File: src/core/vtpd_pkg.sv
// Package with constants and carrier types for the period/duty compare registers.
package vtpd_pkg;
   localparam int unsigned VTPD_NUM_SUB = 4;
   localparam int unsigned VTPD_DW = 16;
   localparam int unsigned VTPD_AW = 4;
   // Word indices of the register file; byte address is twice the index.
   localparam logic [3:0] VTPD_IDX_PER0 = 4'h0;
   localparam logic [3:0] VTPD_IDX_DTY0 = 4'h4;
   localparam logic [15:0] VTPD_RST_VAL = 16'h0000;
   localparam logic [15:0] VTPD_CNT_ZERO = 16'h0000;
   localparam logic [15:0] VTPD_CNT_ONE = 16'h0001;

   typedef enum logic {VTPD_MODE_PWM, VTPD_MODE_CAP} vtpd_mode_e;

   // Register bus request, word wide, word index addressing.
   typedef struct packed {
      logic rd;
      logic wr;
      logic [3:0] idx;
      logic [15:0] wdata;
   } vtpd_req_s;

   // Per-subsystem view of the counter side.
   typedef struct packed {
      logic [15:0] count;
      logic [1:0] run;
      vtpd_mode_e mode;
      logic polarity;
      logic per_cap;
      logic dty_cap;
   } vtpd_cnt_s;

   // State of one compare channel.
   typedef struct packed {
      logic [15:0] per_buf;
      logic [15:0] per_act;
      logic [15:0] dty_buf;
      logic [15:0] dty_act;
      logic pwm;
      logic [15:0] cnt_prev;
   } vtpd_ch_s;
endpackage : vtpd_pkg

File: src/core/vtpd_chan.sv
// One timer subsystem: double-buffered period and duty compare values.
`timescale 1ns/10ps
`default_nettype none
module vtpd_chan (
   input wire logic clk,
   input wire logic nrst,
   input wire logic wr_per,
   input wire logic wr_dty,
   input wire logic [15:0] wdata,
   input wire vtpd_pkg::vtpd_cnt_s cnt,
   output logic [15:0] per_value,
   output logic [15:0] dty_value,
   output logic [15:0] per_active,
   output logic [15:0] dty_active,
   output logic period_match,
   output logic pwm_out
);
   import vtpd_pkg::*;
   vtpd_ch_s s_q, s_d;
   logic stopped;
   logic boundary;
   logic out_raw;

   always_comb begin
      s_d = s_q;
      // Stopped when both run bits clear.
      stopped = (cnt.run == 2'b00);
      boundary = (cnt.count == s_q.per_act);
      out_raw = s_q.pwm;
      if (cnt.mode == VTPD_MODE_PWM) begin
         if (wr_per) begin
            s_d.per_buf = wdata;
         end
         if (wr_dty) begin
            s_d.dty_buf = wdata;
         end
         if (stopped || boundary) begin
            s_d.per_act = wr_per ? wdata : s_q.per_buf;
            s_d.dty_act = wr_dty ? wdata : s_q.dty_buf;
         end
         // Rise on 00h to 01h, fall on duty match.
         if (!stopped && s_q.cnt_prev == VTPD_CNT_ZERO &&
             cnt.count == VTPD_CNT_ONE) begin
            out_raw = 1'b1;
         end else if (cnt.count == s_q.dty_act) begin
            out_raw = 1'b0;
         end
         s_d.pwm = out_raw;
      end else begin
         // Software writes still land in capture mode.
         if (wr_per) begin
            s_d.per_buf = wdata;
            s_d.per_act = wdata;
         end
         if (wr_dty) begin
            s_d.dty_buf = wdata;
            s_d.dty_act = wdata;
         end
         // A capture wins over a same-cycle write.
         if (cnt.per_cap) begin
            s_d.per_buf = cnt.count;
            s_d.per_act = cnt.count;
         end
         if (cnt.dty_cap) begin
            s_d.dty_buf = cnt.count;
            s_d.dty_act = cnt.count;
         end
      end
      s_d.cnt_prev = cnt.count;
   end

   always_ff @(posedge clk or negedge nrst) begin
      // Clear all on reset, pending values too.
      if (!nrst) begin
         s_q <= '0;
      end else begin
         s_q <= s_d;
      end
   end

   // Reads return the buffered value: the latest write or capture.
   assign per_value = s_q.per_buf;
   assign dty_value = s_q.dty_buf;
   assign per_active = s_q.per_act;
   assign dty_active = s_q.dty_act;
   assign period_match = (cnt.count == s_q.per_act);
   assign pwm_out = s_q.pwm ^ cnt.polarity;

   // Pending period reaches active at stop.
   stop_load_a: assert property (@(posedge clk) disable iff (!nrst)
      (cnt.mode == VTPD_MODE_PWM && cnt.run == 2'b00 && !wr_per)
      |=> per_active == $past(per_value))
      else $error("period not loaded while stopped");
   // Duty does not change mid period while running.
   duty_hold_a: assert property (@(posedge clk) disable iff (!nrst)
      (cnt.mode == VTPD_MODE_PWM && cnt.run != 2'b00 &&
       cnt.count != per_active) |=> $stable(dty_active))
      else $error("duty changed away from boundary");
   // Write is visible on read next cycle.
   read_back_a: assert property (@(posedge clk) disable iff (!nrst)
      (wr_per && cnt.mode == VTPD_MODE_PWM) |=> per_value == $past(wdata))
      else $error("period readback wrong");
   cap_load_a: assert property (@(posedge clk) disable iff (!nrst)
      (cnt.mode == VTPD_MODE_CAP && cnt.dty_cap)
      |=> dty_value == $past(cnt.count))
      else $error("capture not loaded");
endmodule : vtpd_chan
`default_nettype wire

File: src/core/vtpd_regs.sv
// Top: four period/capture and four duty/capture registers with PWM compare.
`timescale 1ns/10ps
`default_nettype none
module vtpd_regs #(
   parameter int unsigned NUM_SUB = vtpd_pkg::VTPD_NUM_SUB
) (
   input wire logic clk,
   input wire logic nrst,
   input wire vtpd_pkg::vtpd_req_s req,
   output logic [15:0] rdata,
   input wire vtpd_pkg::vtpd_cnt_s [NUM_SUB-1:0] cnt,
   output logic [NUM_SUB-1:0] period_match,
   output logic [NUM_SUB-1:0] pwm_out,
   output logic [NUM_SUB*16-1:0] per_active,
   output logic [NUM_SUB*16-1:0] dty_active
);
   import vtpd_pkg::*;

   // ************************************************************
   // Per-subsystem channels
   // ************************************************************
   logic [15:0] per_val [NUM_SUB];
   logic [15:0] dty_val [NUM_SUB];
   logic [15:0] rdata_d;
   logic [15:0] rdata_q;

   function automatic logic hit(input logic [3:0] idx, input logic [3:0] base,
                                input int unsigned n);
      hit = (idx == 4'(base + n));
   endfunction : hit

   genvar g;
   generate
      for (g = 0; g < NUM_SUB; g++) begin : g_ch
         // One pair of registers per subsystem.
         vtpd_chan vtpd_chan_i (
            .clk(clk),
            .nrst(nrst),
            .wr_per(req.wr && hit(req.idx, VTPD_IDX_PER0, g)),
            .wr_dty(req.wr && hit(req.idx, VTPD_IDX_DTY0, g)),
            .wdata(req.wdata),
            .cnt(cnt[g]),
            .per_value(per_val[g]),
            .dty_value(dty_val[g]),
            .per_active(per_active[g*16 +: 16]),
            .dty_active(dty_active[g*16 +: 16]),
            .period_match(period_match[g]),
            .pwm_out(pwm_out[g])
         );
      end
   endgenerate

   // ************************************************************
   // Read path
   // ************************************************************
   always_comb begin
      rdata_d = rdata_q;
      if (req.rd) begin
         rdata_d = VTPD_RST_VAL;
         for (int i = 0; i < NUM_SUB; i++) begin
            // Return buffered value, not the active one.
            if (hit(req.idx, VTPD_IDX_PER0, i)) begin
               rdata_d = per_val[i];
            end
            if (hit(req.idx, VTPD_IDX_DTY0, i)) begin
               rdata_d = dty_val[i];
            end
         end
      end
   end

   always_ff @(posedge clk or negedge nrst) begin
      if (!nrst) begin
         rdata_q <= VTPD_RST_VAL;
      end else begin
         rdata_q <= rdata_d;
      end
   end

   assign rdata = rdata_q;

   // Reset leaves every read at zero.
   reset_zero_a: assert property (@(posedge clk)
      $rose(nrst) |-> rdata == VTPD_RST_VAL)
      else $error("read data not cleared by reset");
   // Duty value of subsystem 0 is zero after reset.
   duty_reset_a: assert property (@(posedge clk)
      $rose(nrst) |-> dty_val[0] == VTPD_RST_VAL)
      else $error("duty not cleared by reset");
   // Duty read returns subsystem 0 duty register.
   duty_read_a: assert property (@(posedge clk) disable iff (!nrst)
      (req.rd && req.idx == VTPD_IDX_DTY0) |=> rdata == $past(dty_val[0]))
      else $error("duty read mismatch");
   stop_quiet_a: assert property (@(posedge clk) disable iff (!nrst)
      (cnt[0].run == 2'b00 && cnt[0].mode == VTPD_MODE_PWM)
      |=> (pwm_out[0] ^ cnt[0].polarity) <=
          $past(pwm_out[0] ^ cnt[0].polarity))
      else $error("output rose while stopped");
endmodule : vtpd_regs
`default_nettype wire

File: config.mk
export PLATFORM = sky130hd
export DESIGN_NAME = vtpd_regs
export DESIGN_NICKNAME = d
export VERILOG_FILES = /design/src/core/vtpd_pkg.sv /design/src/core/vtpd_chan.sv /design/src/core/vtpd_regs.sv
export SDC_FILE = /design/constraint.sdc
export NUM_CORES = 1
export LEC_CHECK = 0
export BUFFER_PORTS_ARGS = -buffer_cell sky130_fd_sc_hd__buf_2
export CORE_MARGIN = 8
export CORE_UTILIZATION = 40
export CTS_BUF_LIST = sky130_fd_sc_hd__clkbuf_4 sky130_fd_sc_hd__clkbuf_8
export DETAILED_ROUTE_END_ITERATION = 8
export PLACE_DENSITY = 0.68
export SKIP_CTS_REPAIR_TIMING = 1
export SLEW_MARGIN = 30
export SYNTH_ARGS = -nofsm -noshare
export SYNTH_HDL_FRONTEND = slang
export SYNTH_HIERARCHICAL = 1
export SYNTH_SLANG_ARGS = --single-unit
File: constraint.sdc
create_clock -name clk -period 6 [get_ports clk]
set_clock_uncertainty 0.15 [all_clocks]
set_input_delay 1.5 -clock clk [delete_from_list [all_inputs] [get_ports clk]]
set_output_delay 1.5 -clock clk [all_outputs]
set_load 0.05 [all_outputs]
==> results of run 1 <==
-- routing by layer --
metal / vias up / GRT usage (%) / part of all wire [%]
met2: 711 / 34.44 / 46
met4: 2 / 8.850 / 3.7
li1: 6913 / - / -
met5: - / 0 / 0.013
met1: 7671 / 29.47 / 43
met3: 149 / 5.198 / 8.0
-- sequential cells by signal, indices dropped and copies added (netlist names) --
signal / cells
g_ch.vtpd_chan_i/dty_active: 64
rdata: 16
g_ch.vtpd_chan_i/per_active: 64
g_ch.vtpd_chan_i/per_value: 64
g_ch.vtpd_chan_i/s_q: 68
g_ch.vtpd_chan_i/dty_value: 64
-- area by class of cell --
class	count	area (sq um)
Clock inverter	12	165.2
Sequential cell	340	8508
Clock buffer	100	1301
Multi-Input combinational cell	1267	9917
Tap cell	688	860.8
Inverter	79	296.5
Antenna cell	1	2.502
Timing Repair Buffer	286	1530
Fill cell	5014	29970
-- cells by family (layout without fill, tap and decap cells) --
family | Yosys count | in the layout | share of synthesized area (%)
xor gates and xnor gates | 132 | 132 | 5.439
buffers and inverters | 450 | 477 | 13.51
AOI/OAI and AO/OA | 347 | 347 | 10.32
DFF | 340 | 340 | 40.03
and+or+nand+nor | 364 | 364 | 8.994
other | 0 | 1 | 0
muxes | 424 | 424 | 21.71
-- power breakdown --
group	total, mW	internal, mW	switching (mW)	leakage, nW
logic	2.27	0.727	1.54	5.52
registers	3.04	2.64	0.404	3.92
clock network	2.56	1.53	1.03	0.768
-- worst min-delay path by stage --
stage                                   endpoint                         startpoint  cells past startpoint
2_1_floorplan   g_ch[0].vtpd_chan_i/dty_value[0]   g_ch[0].vtpd_chan_i/dty_value[0]                      2
3_3_place_gp    g_ch[3].vtpd_chan_i/dty_value[5]   g_ch[3].vtpd_chan_i/dty_value[5]                      2
3_5_place_dp   g_ch[2].vtpd_chan_i/per_value[15]  g_ch[2].vtpd_chan_i/per_value[15]                      2
4_1_cts        g_ch[2].vtpd_chan_i/per_value[15]  g_ch[2].vtpd_chan_i/per_value[15]                      2
5_1_grt         g_ch[2].vtpd_chan_i/per_value[5]   g_ch[2].vtpd_chan_i/per_value[5]                      1
6_report       g_ch[2].vtpd_chan_i/per_value[15]  g_ch[2].vtpd_chan_i/per_value[15]                      2
-- cells in the final DEF, fill, tap and decap left out, types with 33 or more instances in the layout --
master    synthesis  final
a211oi_1         60     60
a21oi_1          60     60
buf_2            22    261
clkbuf_8          0     88
dfrtp_1         340    340
inv_1            79     79
mux2_2          164    164
mux2_4           33     33
mux2i_1         227    227
nand2_1         159    159
nor2b_1          60     60
nor4_1           52     52
o21ai_0         158    158
xor2_1          132    132
-- metrics by stage --
step	power, mW	utilization (%)	area (sq um)	setup WS (ps)	hold WS, ps
6_report	7.872	42.97	22580	1406	359.1
5_1_grt	8.202	42.97	22580	1297	407.2
4_1_cts	7.915	42.96	22580	1412	368.6
3_5_place_dp	5.331	40.17	21110	1416	355.9
3_3_place_gp	5.284	40.16	21110	1408	338.6
2_1_floorplan	4.974	-	21260	1805	318.7
-- worst register-to-register path: cells and delay by family, from the launching register on --
kind	cells	cell delay (ps)
DFF	1	430
muxes	1	420
and+or+nand+nor	2	690
AOI/OAI and AO/OA	1	630
xor gates and xnor gates	1	170
==> metrics.csv, run 1 <==
metric;value;unit
status;finished, final reports clean;
drt total wl;69.35;mm
Post-Layout Cell Count;2773;
Power Density;348.6;nW/um^2
CTS buffer count;60;
reg2reg start;g_ch[3].vtpd_chan_i/per_active[8];
Min Clock Period, post-route;4594;ps
sequential fraction of the synthesis area;40.03;%
Die Height;246.5;microns
top_reg_cell synth;dfrtp_1;
TNS Setup;0;ps
First DRT Iteration DRCs;1345;
Overall Global Routing Usage;22.13;%
Tcrit/Tclk final;76.57;%
DRC viols;0;
number of global-route vias before repair;15660;
Reg-to-Reg End;g_ch[3].vtpd_chan_i/per_active[0];
Netlist Area Pre-Place;21260;sq um
crit-path most repeated cell;buf_2;
later-pin clock latency in the skew report;660;ps
Layout area overhead;6.234;%
global-route wire length before repair;102.3;mm
full die area;60770;sq um
r2r setup slk;3390;ps
Max stage delay on crit path;430;ps
Avg Inst Size Synth;10.33;sq um
Crit. Startpoint;cnt[6];
static leakage;10.21;nW
clk buf depth;3;
Slew HR;40.69;%
Placer Congestion;0.8713;
initial antenna violation count;7;
most frequent cells after synthesis;340 x dfrtp_1, 258 x buf_4, 227 x mux2i_1;
Synth area leader;dfrtp_1;
Worst Path Arrival;2940;ps
Final #Nets;2146;
critical path's top delay family;simple AND/OR/NAND/NOR gates;
post-synthesis instance total;2057;
final hold violation count;0;
slowest CP cell;nor4_1;
Worst Hold Class;reg -> reg;
worst path cell trace;buf_2 > xor2_1 > nor4_1 > nand4_2 > inv_1 > buf_2;
CP Depth;6;
most common cell in the netlist;dfrtp_1;
RSZ-0062 raised after global routing;no;
Std-Cell Rows;84;
crit path capture;period_match[0];
CTS root buffer;clkbuf_8;
Worst VDD drop;0.1784;mV
placed cell count;2660;
largest net degree at the start of global routing;118;
number of synthesized register bits;340;
HPWL Detailed;49.48;mm
worst path buffer plus inverter count;3;
R2R depth;5;
f_max;0.2177;GHz
vias per cell;5.570;
post-synth cell types;55;
ys async rst share;100.0;%
post-route ant nets;0;
CTS clk-pin slew, worst paths;60;ps
I/O pins;264;
crit end category;output port;
syn_nets;2169;
required time of the critical path;4350;ps
final setup fails;0;
DRT Pass-1 Iters;5;
H-tree level count;2;
Synth area leaders;dfrtp_1 40%, mux2i_1 11%, buf_4 9.1%, mux2_2 8.7%, xor2_1 5.4%;
fin. max-slew vios;0;
die width;246.5;microns
share of cells above drive strength 1;30.13;%
GRT overflow;0;
number of flops mapped to enable cells by yosys;0;
max-cap violation count;0;
Buffers on Ports;263;
Initial Util;40.45;%
clock tree from TritonCTS;done;
CP Max Fanout;6;
vias;15450;
Startpoint Class;input port;
Worst Tran Pin Value;885.8;ps
total core area;52550;sq um
drt wl/cell;25.01;microns
Synth top area share;40.03;%
Syn. warnings;6;
type of the worst setup path;in -> out;
# clock sinks;340;
No activity file was read; power rests on OpenSTA's default activity.
==> inputs of run 2 (changes only) <==
==> constraint.sdc (replaced) <==
create_clock -name clk -period 4.35 [get_ports clk]
set_clock_uncertainty 0.15 [all_clocks]
set_input_delay 1.0875 -clock clk [delete_from_list [all_inputs] [get_ports clk]]
set_output_delay 1.0875 -clock clk [all_outputs]
set_load 0.05 [all_outputs]
==> run 2 against run 1 <==
Against the previous run: sequential power grew 38%; worst setup slack lost 850 ps; critical path depth is the same; global-route usage grew 0.21 points; count of clock-buffer cells in the layout shrank 7; sequential cell count is the same; combinational power grew 37%; non-clock buffer count grew 10; via count grew 0.12%.
==> metrics.csv, run 2 (synthesis gave the netlist of run 1 again) <==
metric;value;unit;change
status;finished, final reports clean;;unchanged
Register Area;8508;sq um;unchanged
clock tree from TritonCTS;done;;unchanged
Worst Hold Class;in -> async;;was reg -> reg
r2r setup slk;1690;ps;was 3390 ps
Layout area overhead;5.880;%;was 6.234%
DRT Pass-1 Iters;9;;was 5
placed cell count;2670;;was 2660
required time of the critical path;3110;ps;was 4350 ps
Post-Layout Cell Count;2781;;was 2773
max-cap violation count;0;;unchanged
post-route ant nets;0;;unchanged
Overall Global Routing Usage;22.34;%;was 22.13%
vias;15460;;was 15450
CTS clk-pin slew, worst paths;60;ps;about the same
share of cells above drive strength 1;30.37;%;was 30.13%
R2R depth;5;;unchanged
reg2reg start;g_ch[3].vtpd_chan_i/per_active[1];;was g_ch[3].vtpd_chan_i/per_active[8]
type of the worst setup path;in -> out;;unchanged
CP Max Fanout;6;;unchanged
CTS buffer count;59;;was 60
Tcrit/Tclk final;87.16;%;
most common cell after layout, fill and taps aside;dfrtp_1;;unchanged
Largest Register;g_ch.vtpd_chan_i/s_q;;unchanged
post-layout util;42.83;%;was 42.97%
DRC viols;0;;unchanged
clk buf depth;3;;unchanged
global-route wire length before repair;103.2;mm;was 102.3 mm
static leakage;10.19;nW;was 10.21 nW
Hold WS;256.9;ps;was 359.1 ps
GRT overflow;0;;unchanged
initial antenna violation count;8;;was 7
Die Height;246.5;microns;unchanged
Layout fillers;5052;;was 5014
Startpoint Class;input port;;unchanged
TNS Setup;0;ps;unchanged
final hold violation count;0;;unchanged
final setup fails;0;;unchanged
I/O pins;264;;unchanged
max FFs per register;68;;unchanged
full die area;60770;sq um;unchanged
CTS root buffer;clkbuf_8;;unchanged
Slew HR;49.74;%;was 40.69%
later-pin clock latency in the skew report;650;ps;was 660 ps
most frequent cells in the layout;340 x dfrtp_1, 262 x buf_2, 227 x mux2i_1;;was 340 x dfrtp_1, 261 x buf_2, 227 x mux2i_1
f_max;0.2637;GHz;
Worst Tran Pin Value;752.2;ps;was 885.8 ps
Initial Util;40.45;%;unchanged
die width;246.5;microns;unchanged
drt total wl;69.76;mm;was 69.35 mm
Placer Congestion;0.8638;;was 0.8713
Reg-to-Reg End;g_ch[3].vtpd_chan_i/per_active[1];;was g_ch[3].vtpd_chan_i/per_active[0]
Power Density;471.0;nW/um^2;was 348.6 nW/um^2
Worst Path Arrival;2550;ps;was 2940 ps
RSZ-0062 raised after global routing;no;;unchanged
H-tree level count;2;;unchanged
# clock sinks;340;;unchanged
crit end category;output port;;unchanged
largest net degree at the start of global routing;99;;was 118
Min Clock Period, post-route;3791;ps;
vias per cell;5.561;;was 5.570
Std-Cell Rows;84;;unchanged
number of global-route vias before repair;15720;;was 15660
drt wl/cell;25.08;microns;was 25.01 microns
HPWL Detailed;49.71;mm;was 49.48 mm
fin. max-slew vios;0;;unchanged
Final #Nets;2155;;was 2146
First DRT Iteration DRCs;1256;;was 1345
Buffers on Ports;263;;unchanged
total core area;52550;sq um;unchanged
footprint of the multi-input gates;9917;sq um;unchanged
Worst VDD drop;0.2635;mV;was 0.1784 mV
[run 2: how the worst max path moves through the flow]
stage / to / cells past startpoint / start / slack, ps
finish: period_match[3] / 6 / cnt[73] / 560
global route: period_match[3] / 6 / cnt[73] / 510
CTS: period_match[2] / 6 / cnt[51] / 610
floorplan: period_match[0] / 4 / cnt[7] / 980
detailed placement: period_match[2] / 6 / cnt[51] / 610
global placement: period_match[2] / 6 / cnt[51] / 600
[run 2: cell type report]
class | count | area share, %
Antenna cell | 2 | 0.02224
Clock buffer | 93 | 5.131
Clock inverter | 16 | 0.7338
Inverter | 79 | 1.318
Multi-Input combinational cell | 1267 | 44.06
Sequential cell | 340 | 37.80
Tap cell | 688 | 3.825
Timing Repair Buffer | 296 | 7.105
[run 2: critical path, stage by stage]
cell	delay, ps
buf_2	150
xor2_1	170
nor4_1	430
nand4_2	330
inv_1	120
buf_2	270
[run 2: metrics by stage]
stage | instance area, sq um | power (mW) | worst slack (ps)
5_1_grt | 22510 | 11.07 | 514.5
6_report | 22510 | 10.60 | 558.5
3_5_place_dp | 21180 | 7.355 | 606.8
4_1_cts | 22500 | 10.65 | 612.4
3_3_place_gp | 21180 | 7.298 | 596.0
2_1_floorplan | 21260 | 6.860 | 980.2
[run 2: where the power goes]
| group | switching (mW) | total (mW) | internal (mW) | leakage [nW] |
|---|---|---|---|---|
| clock | 1.42 | 3.28 | 1.86 | 0.695 |
| combinational | 2.11 | 3.12 | 1.01 | 5.57 |
| sequential | 0.558 | 4.20 | 3.64 | 3.92 |
[run 2: per-layer routing]
| layer | global-route usage (%) | wire length (microns) | up-vias |
|---|---|---|---|
| met2 | 34.08 | 31310 | 687 |
| met3 | 5.415 | 5498 | 173 |
| met4 | 8.937 | 2859 | 2 |
| met5 | 0 | 13 | - |
| li1 | - | - | 6930 |
| met1 | 30.23 | 30080 | 7672 |
==> inputs of run 3 (changes only) <==
--- a/config.mk
+++ b/config.mk
@@ -11,6 +11,7 @@
 export CTS_BUF_LIST = sky130_fd_sc_hd__clkbuf_4 sky130_fd_sc_hd__clkbuf_8
 export DETAILED_ROUTE_END_ITERATION = 8
 export PLACE_DENSITY = 0.68
+export REMOVE_ABC_BUFFERS = 1
 export SKIP_CTS_REPAIR_TIMING = 1
 export SLEW_MARGIN = 30
 export SYNTH_ARGS = -nofsm -noshare
==> run 3 against run 2 <==
Against the previous run: routed wire length shrank 0.19%; critical endpoint unchanged; utilization grew 0.22 points; highest routed layer unchanged; largest cell class unchanged; non-clock buffer count grew 5.
==> metrics.csv, run 3 (synthesis gave the netlist of run 1 again) <==
metric;value;unit;change
status;finished, final reports clean;;unchanged
crit end category;output port;;unchanged
I/O pins;264;;unchanged
vias per cell;5.556;;was 5.561
met2 global-route usage;35.52;%;was 34.08%
placed cell area;21250;sq um;was 21180 sq um
total power;10.70;mW;was 10.60 mW
largest net degree at the start of global routing;102;;was 99
Buffers on Ports;263;;unchanged
most common cell after layout, fill and taps aside;dfrtp_1;;unchanged
later-pin clock latency in the skew report;670;ps;was 650 ps
Slew HR;39.81;%;was 49.74%
Die Height;246.5;microns;unchanged
Final Cell Area;22620;sq um;was 22510 sq um
die width;246.5;microns;unchanged
Std-Cell Rows;84;;unchanged
First DRT Iteration DRCs;1119;;was 1256
H-tree level count;2;;unchanged
Largest Register;g_ch.vtpd_chan_i/s_q;;unchanged
f_max;0.2539;GHz;was 0.2637 GHz
DRT Pass-1 Iters;7;;was 9
Hold WS;327.8;ps;was 256.9 ps
Worst Path Arrival;2700;ps;was 2550 ps
clock tree from TritonCTS;done;;unchanged
Placement Setup Slack;448.9;ps;was 606.8 ps
full die area;60770;sq um;unchanged
number of global-route vias before repair;15870;;was 15720
RSZ-0062 raised after global routing;no;;unchanged
Layout fillers;5038;;was 5052
post-layout util;43.05;%;was 42.83%
Top Usage Layer GRT;met2;;unchanged
# clock sinks;340;;unchanged
post-route ant nets;0;;unchanged
Tcrit/Tclk final;90.56;%;was 87.16%
max-cap violation count;0;;unchanged
Layout area overhead;6.427;%;was 5.880%
CTS root buffer;clkbuf_8;;unchanged
routing usage on met3;4.873;%;was 5.415%
Startpoint Class;input port;;unchanged
Worst Setup Slack, final;410.8;ps;was 558.5 ps
drt total wl;69.63;mm;was 69.76 mm
drt wl/cell;24.99;microns;was 25.08 microns
share of cells above drive strength 1;30.53;%;was 30.37%
final setup fails;0;;unchanged
Initial Util;40.45;%;unchanged
CTS buffer count;59;;unchanged
required time of the critical path;3110;ps;about the same
total core area;52550;sq um;unchanged
placed cell count;2675;;was 2670
Overall Global Routing Usage;22.17;%;was 22.34%
max FFs per register;68;;unchanged
most frequent cells in the layout;340 x dfrtp_1, 262 x buf_2, 227 x mux2i_1;;unchanged
Worst Tran Pin Value;902.9;ps;was 752.2 ps
Post-Layout Cell Count;2786;;was 2781
type of the worst setup path;in -> out;;unchanged
Final #Nets;2160;;was 2155
Placer Congestion;0.9330;;was 0.8638
Worst Hold Class;in -> async;;unchanged
Min Clock Period, post-route;3939;ps;was 3791 ps
clk buf depth;3;;unchanged
HPWL Detailed;50.28;mm;was 49.71 mm
DRC viols;0;;unchanged
vias;15480;;was 15460
global-route met1 utilization;29.05;%;was 30.23%
final hold violation count;0;;unchanged
global-route wire length before repair;102.4;mm;was 103.2 mm
TNS Setup;0;ps;unchanged
CTS clk-pin slew, worst paths;70;ps;was 60 ps
CP Max Fanout;6;;unchanged
Power Density;472.9;nW/um^2;was 471.0 nW/um^2
GRT overflow;0;;unchanged
fin. max-slew vios;0;;unchanged
Worst VDD drop;0.3112;mV;was 0.2635 mV
initial antenna violation count;5;;was 8
static leakage;10.26;nW;was 10.19 nW
==> run 3: cell count changes in the layout (fill, tap and decap cells not counted) <==
| cell | change |
|---|---|
| buf_12 | +2 |
| nor3b_4 | +1 |
| clkbuf_8 | +6 |
| bufinv_16 | +1 |
| clkinvlp_4 | -4 |
| buf_4 | +3 |
| nor3b_2 | -1 |
| clkinv_2 | +5 |
| clkbuf_4 | -8 |
==> run 3: critical path: stages <==
cell and delay, ps:
buf_2 190, xor2_1 190, nor4_1 550, nand4_2 290
inv_1 110, buf_2 270
==> run 3: layer usage <==
metal | routed length (microns) | vias up
li1 | - | 6951
met1 | 29480 | 7741
met4 | 2438 | 2
met2 | 32470 | 647
met3 | 5225 | 139
met5 | 13 | -
==> run 3: path summary, 6_finish.rpt <==
kind | startpoint | slack (ps) | cells after the start | endpoint
worst max-delay path | cnt[79] | 410 | 6 | period_match[3]
worst min-delay path | nrst | 330 | 1 | g_ch[0].vtpd_chan_i/per_active[14]
worst max register to register | g_ch[3].vtpd_chan_i/per_active[8] | 1650 | 6 | g_ch[3].vtpd_chan_i/per_active[0]
worst min register to register | g_ch[3].vtpd_chan_i/dty_value[1] | 360 | 2 | g_ch[3].vtpd_chan_i/dty_value[1]
max in group asynchronous | nrst | 2760 | 2 | g_ch[1].vtpd_chan_i/dty_active[6]
min in group clk | g_ch[3].vtpd_chan_i/dty_value[1] | 360 | 2 | g_ch[3].vtpd_chan_i/dty_value[1]
==> run 3: area by class of cell <==
cell class,count,area (sq um),share of cell area [%]
multi-input cells,1267,9923,43.86
flip-flops and latches,340,8508,37.61
repair buffers,301,1662,7.345
clock buffers,91,1177,5.204
well taps,688,860.8,3.805
inverters,79,296.5,1.311
clock inverters,18,190.2,0.8407
diodes,2,5.005,0.02212
==> run 3: report_power, final <==
group	internal [mW]	total [mW]	leakage, nW	switching [mW]
sequential	3.64	4.18	3.92	0.545
clock	1.96	3.37	0.735	1.41
combinational	1.01	3.14	5.60	2.13
total	6.61	10.7	10.3	4.09
